$ cat config.mk
export PLATFORM = sky130hd
export DESIGN_NAME = fopin_ctrl
export DESIGN_NICKNAME = d
export VERILOG_FILES = /design/src/rtl/fopin_pkg.sv /design/src/rtl/fopin_ctrl.sv /design/src/rtl/fopin_filter.sv /design/src/rtl/fopin_sync.sv
export SDC_FILE = /design/constraint.sdc
export NUM_CORES = 1
export LEC_CHECK = 0
export ABC_AREA = 1
export ABC_CLOCK_PERIOD_IN_PS = 3700
export BUFFER_PORTS_ARGS = -buffer_cell sky130_fd_sc_hd__buf_2
export CAP_MARGIN = 20
export CORE_MARGIN = 8
export CORE_UTILIZATION = 53
export DETAILED_ROUTE_END_ITERATION = 7
export GPL_TIMING_DRIVEN = 0
export PLACE_DENSITY = 0.84
export SLEW_MARGIN = 40
export SYNTH_ARGS = -nofsm -noshare
export SYNTH_HDL_FRONTEND = slang
export SYNTH_SLANG_ARGS = --single-unit
$ cat constraint.sdc
create_clock -name pclk -period 3.7 [get_ports pclk]
set_clock_uncertainty 0.05 [all_clocks]
set_input_delay 0.185 -clock pclk [delete_from_list [all_inputs] [get_ports pclk]]
set_output_delay 0.185 -clock pclk [all_outputs]
set_load 0.05 [all_outputs]
$ cat src/rtl/fopin_pkg.sv
// package for the fail-output pin block: apb map, field layout, timing
// assumes a single pclk domain at 20 MHz
package fopin_pkg;
  // ==========================================================
  // apb register byte offsets
  localparam logic [7:0] OFF_PIN_CFG = 8'h00;
  localparam logic [7:0] OFF_MEAS = 8'h04;
  localparam logic [7:0] OFF_WAKE_PULL = 8'h08;
  localparam logic [7:0] OFF_STATUS = 8'h0c;
  localparam logic [7:0] OFF_IRQ_STAT = 8'h10;
  localparam logic [7:0] OFF_IRQ_MASK = 8'h14;
  localparam logic [7:0] OFF_MODE_REQ = 8'h18;
  // ==========================================================
  // pin configuration codes (3 bits)
  localparam logic [2:0] CFG_FAIL_OUT = 3'h0;
  localparam logic [2:0] CFG_WAKE = 3'h1;
  localparam logic [2:0] CFG_HS_CS = 3'h3;
  localparam logic [2:0] CFG_OFF = 3'h4;
  localparam logic [2:0] CFG_LS = 3'h6;
  localparam logic [2:0] CFG_HS = 3'h7;
  localparam logic [2:0] CFG_RESET = CFG_FAIL_OUT;
  // ==========================================================
  // field positions
  localparam int CFG_TEST_BIT = 3;
  localparam int IRQ_CMD_ERR = 0;
  localparam int IRQ_WAKE = 1;
  localparam int IRQ_OC = 2;
  localparam int IRQ_W = 3;
  localparam logic [1:0] PULL_RESET = 2'h0;
  // ==========================================================
  // chip modes
  typedef enum logic [2:0] {
    FOPIN_NORMAL, FOPIN_STOP, FOPIN_SLEEP, FOPIN_RESTART, FOPIN_FAILSAFE
  } fopin_mode_t;
  // ==========================================================
  // timing
  localparam int CLK_HZ = 20000000;
  localparam int FILT_US = 16;
  localparam int FILT_CYC = (FILT_US * (CLK_HZ / 1000000) > 0) ?
                            FILT_US * (CLK_HZ / 1000000) : 1;
  // ==========================================================
  // pin-side carrier
  typedef struct packed {
    logic fail_drive;
    logic ls_on;
    logic hs_on;
    logic pull_up;
    logic pull_down;
    logic meas_route;
  } fopin_pin_t;
endpackage : fopin_pkg

$ cat src/rtl/fopin_ctrl.sv
// fail-output / gpio pin control with hv measurement interlock, apb slave
// assumes pin inputs asynchronous; mode inputs from pclk-domain logic
//
// The register offsets and the APB register port were chosen for this implementation.
`timescale 1ns/1ps
// How it works
// - normal mode allows pin config and measurement writes; stop, sleep, restart and fail-safe keep their normal-mode values.
// - pin reported active means fail output driven by restart/fail-safe entry.
// - while measuring, fail output, its test and gpio unavailable; tries flag.
// - pin config writes rejected while measuring; stored value kept.
// - measurement refused while fail output configured; error flag set.
// - measuring disables wake pulls and blocks the internal wake signal.
// - wake pull writes stored while measuring but not applied.
// - measuring stops wake detection and level status updates.
// - sleep request with pin wake only source while measuring goes restart.
// - wake input level change qualified after 16 us filter.
// - overcurrent or restart/fail-safe entry forces switch config to off.
module fopin_ctrl #(
  parameter int FILT = fopin_pkg::FILT_CYC
)
(
  input wire logic pclk,
  input wire logic presetn,
  input wire logic psel,
  input wire logic penable,
  input wire logic pwrite,
  input wire logic [7:0] paddr,
  input wire logic [31:0] pwdata,
  output logic [31:0] prdata,
  output logic pready,
  output logic pslverr,
  input wire fopin_pkg::fopin_mode_t chip_mode,
  input wire logic failure_entry,
  input wire logic other_wake_src,
  input wire logic pin_level_in,
  input wire logic overcurrent_in,
  output fopin_pkg::fopin_pin_t pin_out,
  output logic pin_active,
  output logic wake_to_chip,
  output logic go_restart,
  output logic irq
);
  // ==========================================================
  // registers
  logic [2:0] pin_cfg;
  logic fail_output_test_on;
  logic hv_measure_enable;
  logic [1:0] wake_pull_config;
  logic [1:0] pull_applied;
  logic wake_level_status;
  logic wake_event_status;
  logic fail_active;
  localparam int IRQ_W = fopin_pkg::IRQ_W;
  logic [IRQ_W-1:0] irq_stat;
  logic [IRQ_W-1:0] irq_mask;
  logic [IRQ_W-1:0] ev;
  fopin_pkg::fopin_mode_t mode_q;
  logic lvl_sync;
  logic oc_sync;
  logic filt_q;
  logic filt_chg;
  logic wr;
  logic rd;
  logic cmd_err;
  logic sleep_req;
  logic sleep_block;
  logic stat_wr;
  logic cfg_wr_try;
  logic meas_wr_try;
  logic cfg_accept;
  logic [2:0] next_cfg;

  function automatic logic is_switch(input logic [2:0] c);
    is_switch = (c == fopin_pkg::CFG_LS) || (c == fopin_pkg::CFG_HS) ||
                (c == fopin_pkg::CFG_HS_CS);
  endfunction : is_switch

  function automatic logic is_func(input logic [2:0] c);
    is_func = (c != fopin_pkg::CFG_OFF);
  endfunction : is_func

  assign wr = psel && penable && pwrite;
  assign rd = psel && !penable && !pwrite;
  assign pready = 1'b1;
  assign pslverr = 1'b0;

  // ==========================================================
  // pin input crossing and wake filter
  fopin_sync u_lvl (
    .pclk(pclk), .presetn(presetn), .d(pin_level_in), .q(lvl_sync)
  );
  fopin_sync u_oc (
    .pclk(pclk), .presetn(presetn), .d(overcurrent_in), .q(oc_sync)
  );
  fopin_filter #(.CYC(FILT)) u_filt (
    .pclk(pclk), .presetn(presetn),
    .en(pin_cfg == fopin_pkg::CFG_WAKE && !hv_measure_enable),
    .d(lvl_sync), .q(filt_q), .change(filt_chg)
  );

  // ==========================================================
  // interlock decisions
  assign cfg_wr_try = wr && paddr == fopin_pkg::OFF_PIN_CFG;
  assign meas_wr_try = wr && paddr == fopin_pkg::OFF_MEAS && pwdata[0]
                       && !hv_measure_enable;
  assign sleep_req = wr && paddr == fopin_pkg::OFF_MODE_REQ && pwdata[0];
  assign sleep_block = sleep_req && hv_measure_enable &&
                       pin_cfg == fopin_pkg::CFG_WAKE && !other_wake_src;
  assign stat_wr = wr && paddr == fopin_pkg::OFF_STATUS;
  assign cfg_accept = cfg_wr_try && !hv_measure_enable &&
                      chip_mode == fopin_pkg::FOPIN_NORMAL;
  assign cmd_err =
    (cfg_wr_try && hv_measure_enable) ||
    (meas_wr_try && pin_cfg == fopin_pkg::CFG_FAIL_OUT) ||
    sleep_block;
  assign go_restart = sleep_block;

  // ==========================================================
  // pin configuration
  always_comb
  begin
    next_cfg = pin_cfg;
    if (cfg_accept)
      next_cfg = pwdata[2:0];
    if (is_switch(pin_cfg) && (oc_sync || failure_entry))
      next_cfg = fopin_pkg::CFG_OFF;
  end

  always_ff @(posedge pclk or negedge presetn)
  begin
    if (!presetn)
    begin
      pin_cfg <= fopin_pkg::CFG_RESET;
      fail_output_test_on <= 1'b0;
    end
    else
    begin
      pin_cfg <= next_cfg;
      if (cfg_accept)
        fail_output_test_on <= pwdata[fopin_pkg::CFG_TEST_BIT];
    end
  end

  // ==========================================================
  // measurement enable and wake pulls
  always_ff @(posedge pclk or negedge presetn)
  begin
    if (!presetn)
      hv_measure_enable <= 1'b0;
    else if (wr && paddr == fopin_pkg::OFF_MEAS &&
             chip_mode == fopin_pkg::FOPIN_NORMAL)
    begin
      if (!pwdata[0] || pin_cfg != fopin_pkg::CFG_FAIL_OUT)
        hv_measure_enable <= pwdata[0];
    end
  end

  always_ff @(posedge pclk or negedge presetn)
  begin
    if (!presetn)
    begin
      wake_pull_config <= fopin_pkg::PULL_RESET;
      pull_applied <= fopin_pkg::PULL_RESET;
    end
    else
    begin
      if (wr && paddr == fopin_pkg::OFF_WAKE_PULL)
        wake_pull_config <= pwdata[1:0];
      if (!hv_measure_enable)
        pull_applied <= wake_pull_config;
    end
  end

  // ==========================================================
  // wake status and fail output activation
  always_ff @(posedge pclk or negedge presetn)
  begin
    if (!presetn)
    begin
      wake_level_status <= 1'b0;
      wake_event_status <= 1'b0;
      fail_active <= 1'b0;
      mode_q <= fopin_pkg::FOPIN_NORMAL;
    end
    else
    begin
      mode_q <= chip_mode;
      if (!hv_measure_enable)
        wake_level_status <= filt_q;
      if (filt_chg && !hv_measure_enable)
        wake_event_status <= 1'b1;
      else if (stat_wr && pwdata[1])
        wake_event_status <= 1'b0;
      if (failure_entry && pin_cfg == fopin_pkg::CFG_FAIL_OUT &&
          !hv_measure_enable)
        fail_active <= 1'b1;
      else if (stat_wr && pwdata[0])
        fail_active <= 1'b0;
    end
  end

  // ==========================================================
  // pin drive
  always_ff @(posedge pclk or negedge presetn)
  begin
    if (!presetn)
      pin_out <= '0;
    else
    begin
      pin_out.fail_drive <= !hv_measure_enable &&
        pin_cfg == fopin_pkg::CFG_FAIL_OUT &&
        (fail_active || fail_output_test_on);
      pin_out.ls_on <= !hv_measure_enable && pin_cfg == fopin_pkg::CFG_LS;
      pin_out.hs_on <= !hv_measure_enable &&
        (pin_cfg == fopin_pkg::CFG_HS || pin_cfg == fopin_pkg::CFG_HS_CS);
      pin_out.pull_up <= !hv_measure_enable && pull_applied == 2'h2;
      pin_out.pull_down <= !hv_measure_enable && pull_applied == 2'h1;
      pin_out.meas_route <= hv_measure_enable;
    end
  end

  // ==========================================================
  // failure report, test drive excluded
  // failure-caused drive only
  always_ff @(posedge pclk or negedge presetn)
  begin
    if (!presetn)
      pin_active <= 1'b0;
    else
      pin_active <= !hv_measure_enable &&
        pin_cfg == fopin_pkg::CFG_FAIL_OUT && fail_active;
  end
  assign wake_to_chip = filt_chg && !hv_measure_enable &&
                        is_func(pin_cfg) && mode_q != fopin_pkg::FOPIN_NORMAL;

  // ==========================================================
  // interrupts: set wins over write-one clear
  always_comb
  begin
    ev = '0;
    ev[fopin_pkg::IRQ_CMD_ERR] = cmd_err;
    ev[fopin_pkg::IRQ_WAKE] = filt_chg && !hv_measure_enable;
    ev[fopin_pkg::IRQ_OC] = oc_sync && is_switch(pin_cfg);
  end
  always_ff @(posedge pclk or negedge presetn)
  begin
    if (!presetn)
    begin
      irq_stat <= '0;
      irq_mask <= '0;
    end
    else
    begin
      if (wr && paddr == fopin_pkg::OFF_IRQ_STAT)
        irq_stat <= (irq_stat & ~pwdata[IRQ_W-1:0]) | ev;
      else
        irq_stat <= irq_stat | ev;
      if (wr && paddr == fopin_pkg::OFF_IRQ_MASK)
        irq_mask <= pwdata[IRQ_W-1:0];
    end
  end
  // a set mask bit hides its event
  assign irq = |(irq_stat & ~irq_mask);

  // ==========================================================
  // read data, captured in setup phase
  always_ff @(posedge pclk or negedge presetn)
  begin
    if (!presetn)
      prdata <= '0;
    else if (rd)
    begin
      if (paddr == fopin_pkg::OFF_PIN_CFG)
        prdata <= {28'h0, fail_output_test_on, pin_cfg};
      else if (paddr == fopin_pkg::OFF_MEAS)
        prdata <= {31'h0, hv_measure_enable};
      else if (paddr == fopin_pkg::OFF_WAKE_PULL)
        prdata <= {30'h0, wake_pull_config};
      else if (paddr == fopin_pkg::OFF_STATUS)
        prdata <= {29'h0, wake_level_status, wake_event_status,
                   fail_active};
      else if (paddr == fopin_pkg::OFF_IRQ_STAT)
        prdata <= {29'h0, irq_stat};
      else if (paddr == fopin_pkg::OFF_IRQ_MASK)
        prdata <= {29'h0, irq_mask};
      else
        prdata <= 32'h0;
    end
  end
endmodule : fopin_ctrl

$ cat src/rtl/fopin_filter.sv
// level filter: output follows input after it holds for CYC cycles
// assumes a synchronised input; reference level starts low
`timescale 1ns/1ps
module fopin_filter #(
  parameter int CYC = fopin_pkg::FILT_CYC
)
(
  input wire logic pclk,
  input wire logic presetn,
  input wire logic en,
  input wire logic d,
  output logic q,
  output logic change
);
  localparam int CW = $clog2(CYC + 1);
  logic [CW-1:0] cnt;
  always_ff @(posedge pclk or negedge presetn)
  begin
    if (!presetn)
    begin
      cnt <= '0;
      q <= 1'b0;
      change <= 1'b0;
    end
    else
    begin
      change <= 1'b0;
      if (!en || d == q)
        cnt <= '0;
      else if (cnt == CW'(CYC - 1))
      begin
        cnt <= '0;
        q <= d;
        change <= 1'b1;
      end
      else
        cnt <= cnt + 1'b1;
    end
  end
endmodule : fopin_filter

$ cat src/rtl/fopin_sync.sv
// two-flop synchroniser for one level
// assumes d comes from outside the pclk domain
`timescale 1ns/1ps
module fopin_sync
(
  input wire logic pclk,
  input wire logic presetn,
  input wire logic d,
  output logic q
);
  logic meta;
  always_ff @(posedge pclk or negedge presetn)
  begin
    if (!presetn)
    begin
      meta <= 1'b0;
      q <= 1'b0;
    end
    else
    begin
      meta <= d;
      q <= meta;
    end
  end
endmodule : fopin_sync

# Yosys cells after proc, flatten, opt, wreduce, memory -nomap -nowiden
# Cells that the tools add are included.
[classes] addsub=1 eq_ne=15 n_mux=17 bitwise=7 n_reduce_logical=65
[op_table] operator="logical AND 1 bit" n=39
[op_table] operator="== test 8 x 5 -> 1 bit, second input constant" n=3
[op_table] operator="two-way mux 3 bit" n=8
[op_table] operator="two-way mux 9 bit" n=2
[op_table] operator="== test 8 x 4 -> 1 bit, second input constant" n=2
[op_table] operator="adder 9 x 1 -> 9 bit, second input constant" n=1
[op_table] operator="== test 9 bit, second input constant" n=1
[op_table] operator="logical OR 1 bit" n=9
[op_table] operator="== test 8 x 3 -> 1 bit, second input constant" n=1
[op_table] operator="zero test 8 bit" n=1
[op_table] operator="AND 3 bit" n=2
[op_table] operator="== test 3 bit, second input constant" n=2
[op_table] operator="zero test 1 bit" n=6
[op_table] operator="zero test 3 bit" n=2
[op_table] operator="two-way mux 1 bit" n=6
[op_table] operator="inverter 3 bit" n=2
[op_table] operator="OR 3 bit" n=2
[op_table] operator="nonzero test 2 bit" n=3
[op_table] operator="nonzero test 3 bit" n=2
[op_table] operator="two-way mux 4 bit" n=1
[op_table] operator="AND reduction 2 bit" n=2
[op_table] operator="== test 3 x 1 -> 1 bit, second input constant" n=1
[op_table] operator="== test 3 x 2 -> 1 bit, second input constant" n=1
[op_table] operator="!= test 3 bit, second input constant" n=1
[op_table] operator="other kinds (5)" n=5
[word_totals] reg_bits=75 inputBits=52 elab_cells=131

# Longest topological paths before layout
# Gate-level depths: netlist of the first run.
[depth] ltp_word=10 ltp_mapped=9 depth_no_buf=9

# Hierarchy
# From an unflattened synthesis of the first run, not the netlist that was laid out.
[hier_totals] cells_unflattened=309 hier_area_um2=2506.2
[modules_own_cells] mod="fopin_ctrl" instances=1 cells_per_inst=234 area_each_um2=1841.8 seq_area_each_um2=800.8
[modules_own_cells] mod="fopin_filter" instances=1 cells_per_inst=71 area_each_um2=564.3 seq_area_each_um2=275.3
[modules_own_cells] mod="fopin_sync" instances=2 cells_per_inst=2 area_each_um2=50.0 seq_area_each_um2=50.0

# Worst setup path after synthesis of the first run
# Ideal clock, no wire load.
[synth_path] path_kind="register to output" start="reg hv_measure_enable" end="out wake_to_chip" arrival_time_ns=1.881 required_ns=3.465 path_slack_ns=1.584 stages_incl_launch_ff=4 path_buffers=0 path_cell_list="dfrtp_1 > clkinv_1 > nand2_1 > a311oi_1"
[synth_via] elab_chain_cells=4
[synth_lines] element="from (decl)" line="fopin_ctrl.sv:47" source="logic hv_measure_enable;"
[synth_lines] element="from (signal assigned)" line="fopin_ctrl.sv:154" source="hv_measure_enable <= pwdata[0];"
[synth_lines] element="zero test 1 bit" line="fopin_ctrl.sv:233" source="assign wake_to_chip = filt_chg && !hv_measure_enable &&"
[synth_lines] element="logical AND 1 bit (2 in a row)" line="fopin_ctrl.sv:233"
[synth_lines] element="logical AND 1 bit" line="fopin_ctrl.sv:234" source="is_func(pin_cfg) && mode_q != fopin_pkg::FOPIN_NORMAL;"
[synth_lines] element="to (decl)" line="fopin_ctrl.sv:39" source="output logic wake_to_chip,"
# No other way between the ends.

# Worst setup path in the final report of the first run
# Same ends and word-level chain as after synthesis.

==> impl_metrics.csv, run 1 <==
group,metric,value,unit
synthesis,yosys_register_bits,47,
synthesis,yosysTopAreaCellShare,46.4,%
clock_network,post-cts-setup-buffers,0,
grt,track_usage,15.6,%
grt,grt_start_max_net_pins,48,
placement,portBuffers,37,
die,die_area,7250,um^2
critical_path,endpoint_kind,"output pin",
critical_path,cp.required,3460,ps
critical_path,startpoint_type,"flop",
die,ioPinCount,96,
power,p_sw,326,uW
timing,final.min_clock_period,1930,ps
synthesis,synthTopCellsByArea,"dfrtp_1 46%, buf_4 8.9%, nand2_1 8.1%",
layout,drive_gt1_share,29.0,%
clock_network,cts_tree,"done",
route,via_count,2048,
layout,layout_commonest_cell,"nand2_1",
route,drt-initial-drc-count,109,
power,p_leak,0.00163,uW
layout,antenna_cells,0,
power,ir_drop,0.352,mV
grt,grt_pass1_vias,2045,
critical_path,path_max_fanout,9,
layout,layout_common_cells,"55 x nand2_1, 47 x dfrtp_1, 37 x inv_1, 37 x buf_2, 31 x buf_4",
clock_network,ctsResizeCount,0,
timing,worst_pin_slew,565,ps
timing,maxSlewHeadroom,62.3,%
layout,syn2layout_area_growth,20.1,%
clock_network,path_clk_slew,90,ps
route,wl_per_cell,12.5,um
clock_network,cts_buffer_depth,2,
grt,grt_first_pass_wirelength,9060,um
placement,routabilityCongestion,0.923,
synthesis,syn_area_per_cell,8.62,um^2
status,status,"completed",
die,rows,25,
route,via_per_inst,4.80,
power,p_int,713,uW
synthesis,syn_inst,294,
timing,post-route-period-util,52.2,%
route,wl,5350,um
route,drc_errors,0,
layout,final_area,3040,um^2
clock_network,clock_latency,310,ps
clock_network,cts-hold-fix-buffers,6,
grt,overflow,0,
timing,tns,0,ps
die,initial_core_util,54.4,%
clock_network,cts_root_buf,"clkbuf_8",
placement,hpwl,4220,um
route,dr.pass1.iters,4,
synthesis,seq_area_frac_synth,46.4,%
timing,setup_viol,0,
timing,rsz0062_at_grt,"false",
worst_hold_path,hold_path_class,"in2reg",
run,cap_violations,0,
timing,fmax,518,MHz
die,die_w,85.2,um
synthesis,yosysTopAreaCell,"dfrtp_1",
die,die_height,85.2,um
clock_network,ctsHtreeMaxLevel,2,
route,ant_nets,0,
synthesis,yosys_warnings,0,
die,core_area,4660,um^2
power,p_comb_share,18.6,%
timing,slew_viol_final,0,
critical_path,cp.arrival,1700,ps
clock_network,cts_buffers,5,
power,swShare,31.4,%
clock_network,cts.sinks,47,
synthesis,synthesis.area,2530,um^2
synthesis,synth_cell_types,40,
placement,placed_area,2900,um^2
power,p_clk_share,29.7,%
layout,fin_nets,425,
power,powerDensity,341,nW/um^2
grt,antenna_found_initial,0,
power,p_seq_share,51.7,%
critical_path,criticalPathCategory,"reg2out",
timing,hold_violations,0,
[state kept, by name, indices dropped and copies added (netlist names)]
name / count
mode_q: 3
u_filt.q: 1
pull_applied: 2
u_oc.q: 1
u_lvl.q: 1
wake_event_status: 1
prdata: 4
u_lvl.meta: 1
irq_stat: 3
wake_pull_config: 2
fail_active: 1
wake_level_status: 1
pin_out: 6
u_filt.change: 1
hv_measure_enable: 1
pin_active: 1
fail_output_test_on: 1
u_oc.meta: 1
u_filt.cnt: 9
pin_cfg: 3
irq_mask: 3
[power by group through the flow]
| stage | clock network [uW] | registers [uW] | logic, uW |
|---|---|---|---|
| 5_1_grt | 336 | 538 | 209 |
| 6_report | 309 | 536 | 193 |
| 3_5_place_dp | 0 | 546 | 187 |
| 2_1_floorplan | 0 | 558 | 133 |
| 4_1_cts | 317 | 536 | 192 |
| 3_3_place_gp | 0 | 545 | 184 |
[per-layer routing]
layer / vias up / global-route usage (%) / wire, um
li1: 1025 / - / -
met3: 12 / 5.60 / 375
met4: 0 / 6.63 / 98
met2: 70 / 25.9 / 2630
met1: 941 / 17.8 / 2240
met5: - / 0 / 0
[final timing paths]
path,start,end,slack [ps],cells after the start
max reg2reg,pin_cfg[1],u_filt.cnt[8],2320,7
min reg2reg,u_lvl.meta,u_lvl.q,300,0
max in group asynchronous,presetn,u_filt.cnt[8],2860,2
min,pwdata[3],fail_output_test_on,80,3
min in group asynchronous,presetn,pin_out[2],370,2
max,hv_measure_enable,wake_to_chip,1770,4
[cell usage after synthesis, drive strengths merged]
master	n
nand2	60
dfrtp	47
inv	41
nor2	37
buf	31
o21ai	17
nand3	16
nor3	11
a21oi	7
nand4	4
nor3b	4
o211ai	4
clkinv	2
conb	2
or2	2
a211oi	1
a22oi	1
a311oi	1
a31oi	1
ha	1
o221ai	1
o31ai	1
xnor2	1
xor2	1
[cell families (layout without fill, tap and decap cells)]
group                    after synthesis  in the layout  share of synthesized area [%]
XOR/XNOR                               2              2                          0.691
flip-flops                            47             47                           46.4
AO/OA/AOI/OAI                         34             34                           7.95
adder cells (fa/ha/maj)                1              1                          0.494
AND/OR/NAND/NOR                      134            134                           28.6
buffers and inverters                 74            125                           15.6
other                                  2             30                          0.296
[cell type report]
cell class	count	area, um^2
clock buffer	5	68.8
inverter	43	165
clock inverter	3	20.0
buffer	31	230
timing repair buffer	43	248
multi-input combinational	201	1070
sequential	47	1180
tap	54	67.6
fill	403	1620
[per-stage QoR]
stage	instances	util [%]	hold WS [ps]	total power, uW	worst slack [ps]
2_1_floorplan	322	-	-161	690	1580
3_3_place_gp	413	62.1	243	729	2140
3_5_place_dp	413	62.1	173	733	2150
4_1_cts	427	65.3	79.9	1050	1790
5_1_grt	427	65.3	84.0	1080	1700
6_report	427	65.3	81.9	1040	1770
[worst max-delay path, stage by stage, from the launching register on]
cell and delay [ps]:
dfrtp_1 400, clkinv_1 180, nand2_1 140, a311oi_1 340, buf_2 330
Power figures use the tool's default switching activity.
==> run 2: changes to the inputs <==
--- a/config.mk
+++ b/config.mk
@@ -5,15 +5,15 @@
 export SDC_FILE = /design/constraint.sdc
 export NUM_CORES = 1
 export LEC_CHECK = 0
-export ABC_AREA = 1
-export ABC_CLOCK_PERIOD_IN_PS = 3700
+export ABC_AREA = 0
+export ABC_CLOCK_PERIOD_IN_PS = 1800
 export BUFFER_PORTS_ARGS = -buffer_cell sky130_fd_sc_hd__buf_2
 export CAP_MARGIN = 20
 export CORE_MARGIN = 8
-export CORE_UTILIZATION = 53
+export CORE_UTILIZATION = 48
 export DETAILED_ROUTE_END_ITERATION = 7
 export GPL_TIMING_DRIVEN = 0
-export PLACE_DENSITY = 0.84
+export PLACE_DENSITY = 0.78
 export SLEW_MARGIN = 40
 export SYNTH_ARGS = -nofsm -noshare
 export SYNTH_HDL_FRONTEND = slang
==> constraint.sdc (replaced) <==
create_clock -name pclk -period 1.8 [get_ports pclk]
set_clock_uncertainty 0.05 [all_clocks]
set_input_delay 0.09 -clock pclk [delete_from_list [all_inputs] [get_ports pclk]]
set_output_delay 0.09 -clock pclk [all_outputs]
set_load 0.05 [all_outputs]
==> run 2 against run 1 <==
Net effect: first-iteration DRC count is 62% higher; largest cell class unchanged; sequential power is 100% higher; total power increased by 110%; final cell count shrank 11%; highest routed layer unchanged; via count fell by 8.6%; clock-buffer cell count did not move; global-route usage down 0.98 points; critical endpoint is now go_restart.
==> impl_metrics.csv, run 2 <==
group,metric,value,unit
synthesis,yosys_register_bits,47,
layout,largest-register,"u_filt.cnt",
critical_path,startpoint_type,"flop",
layout,drive_gt1_share,35.0,%
layout,fin_nets,366,
clock_network,clock_latency,300,ps
clock_network,cts_tree,"done",
layout,multi_input_area,1100,um^2
worst_hold_path,hold_path_class,"in2reg",
route,via_count,1872,
layout,final_area,3060,um^2
synthesis,synthTopCellsByCount,"47 x dfrtp_1, 30 x buf_4, 20 x nand2_1",
die,rows,25,
timing,hold_violations,0,
critical_path,cp_cell_sequence,"buf_4 -> nand4b_1 -> nor4_4 -> buf_6",
run,cap_violations,0,
route,wl,5320,um
timing,tns,0,ps
die,core_area,4750,um^2
timing,rsz0062_at_grt,"true",
clock_network,cts_buffers,5,
synthesis,synth_most_common_cell,"dfrtp_1",
power,power,2160,uW
die,initial_core_util,50.4,%
route,drc_errors,0,
placement,hpwl,3910,um
synthesis,yosysTopAreaCell,"dfrtp_1",
timing,fmax,575,MHz
route,dr.pass1.iters,4,
timing,post-route-period-util,96.7,%
grt,grt_pass1_vias,1883,
grt,grt_start_max_net_pins,48,
critical_path,path_max_fanout,10,
critical_path,r2r-end,"u_filt.q",
critical_path,cpPeakStageDelay,420,ps
layout,layout_common_cells,"45 x dfrtp_1, 38 x buf_4, 34 x buf_2",
critical_path,cp-endpoint,"go_restart",
critical_path,r2r_cells,6,
critical_path,crit_start,"hv_measure_enable",
layout,regArea,1180,um^2
layout,layout_commonest_cell,"dfrtp_1",
placement,portBuffers,35,
power,powerDensity,708,nW/um^2
layout,antenna_cells,0,
clock_network,cts_root_buf,"clkbuf_8",
clock_network,ctsHtreeMaxLevel,2,
synthesis,seq_area_frac_synth,49.1,%
grt,track_usage,14.7,%
timing,final.min_clock_period,1740,ps
placement,routabilityCongestion,0.872,
critical_path,criticalPathCategory,"reg2out",
synthesis,async_flop_share,100,%
route,drt-initial-drc-count,177,
die,ioPinCount,96,
route,wl_per_cell,14.0,um
timing,maxSlewHeadroom,53.4,%
grt,overflow,0,
placement,placed_area,2780,um^2
clock_network,cts_buffer_depth,2,
synthesis,syn_inst,231,
synthesis,yosys_warnings,0,
critical_path,cp.arrival,1600,ps
status,status,"completed",
layout,syn2layout_area_growth,27.6,%
route,via_per_inst,4.91,
critical_path,slowest_stage,"dfrtp_1",
synthesis,synth_cell_types,51,
critical_path,cp.required,1660,ps
synthesis,synth_flop_cell,"dfrtp_1",
critical_path,endpoint_kind,"output pin",
layout,nFillCells,407,
synthesis,yosysTopAreaCellShare,49.1,%
synthesis,synthesis.area,2390,um^2
route,ant_nets,0,
layout,largest_register_ffs,9,
grt,antenna_found_initial,0,
die,die_w,86.6,um
power,p_leak,0.00153,uW
grt,grt_first_pass_wirelength,8730,um
synthesis,synthTopCellsByArea,"dfrtp_1 49%, buf_4 9.4%, mux2_2 3.8%",
synthesis,synth_edf_count,0,
die,die_area,7510,um^2
clock_network,cts.sinks,47,
clock_network,path_clk_slew,90,ps
layout,reg_top3,"u_filt.cnt (9), pin_out (6), prdata (4)",
critical_path,r2r_slack,100,ps
power,ir_drop,0.514,mV
critical_path,rr_startpoint,"u_filt.cnt[1]",
timing,slew_viol_final,0,
synthesis,syn_area_per_cell,10.4,um^2
die,die_height,86.6,um
timing,setup_viol,0,
timing,worst_pin_slew,692,ps
run 2: changes by cell type after synthesis, sizes merged, moves of 6 or more:
cell / delta
nor2b: +6
mux2: +12
nand3: -10
clkbuf: +6
inv: -37
o21ai: -8
nor2: -21
nand2: -39
run 2: metrics by stage:
stage / worst slack [ps] / std cells / hold slack [ps] / utilization, %
global route: -13.3 / 381 / 12.2 / 64.3
floorplan: 22.0 / 259 / -256 / -
CTS: 2.94 / 377 / 3.03 / 63.1
finish: 60.1 / 381 / 10.9 / 64.3
detailed placement: -135 / 361 / 79.8 / 58.5
global placement: -102 / 361 / 149 / 58.4
run 2: what timing repair did:
item,in CTS,in global routing
hold endpoints to repair,54,0
gates resized for setup,7,9
hold buffers,8,0
endpoints found under the setup margin,2,9
buffers inserted,1,5
pin swaps,1,2
run 2: worst min-delay path by stage:
stage | start | endpoint | slack [ps] | depth (start not counted)
global route | pwdata[2] | irq_mask[2] | 10 | 2
floorplan | presetn | fail_active | -260 | 0
global placement | overcurrent_in | u_oc.meta | 150 | 1
detailed placement | presetn | prdata[2] | 80 | 1
CTS | pwdata[2] | irq_mask[2] | 3 | 2
finish | pwdata[2] | irq_mask[2] | 10 | 2
run 2: cells by family (layout without fill, tap and decap cells):
| kind of cell | after synthesis | in the layout | synth area share, % |
|---|---|---|---|
| xor+xnor | 7 | 7 | 2.56 |
| simple gates | 83 | 83 | 19.1 |
| buf+inv | 42 | 97 | 11.3 |
| other cells | 2 | 30 | 0.314 |
| flops | 47 | 47 | 49.1 |
| compound gates | 33 | 33 | 9.14 |
| mux | 16 | 16 | 7.94 |
| fa+ha+maj | 1 | 1 | 0.522 |
run 2: per-layer routing:
metal	up-vias	global-route usage, %	wire length, um
met4	0	5.95	102
met5	-	0	0
met3	8	3.88	341
met2	68	24.7	2660
li1	908	-	-
met1	888	17.3	2210
run 2: report_power, final:
part,switching [uW],total [uW],internal [uW]
clock,354,772,418
sequential,5.79,1070,1070
combinational,223,320,96.2
run 2: critical path, delay by kind of cell, from the launching register on:
| family | cells | cell delay, ps |
|---|---|---|
| and+or+nand+nor | 2 | 470 |
| DFF | 1 | 420 |
| buffers and inverters | 2 | 410 |
run 2: layout make-up:
cell class / count / area share, %
multi-input cells: 170 / 36.0
plain buffers: 36 / 8.27
inverters: 4 / 0.491
well taps: 67 / 2.74
repair buffers: 49 / 10.1
clock buffers: 5 / 2.25
clock inverters: 3 / 1.52
flip-flops and latches: 47 / 38.6
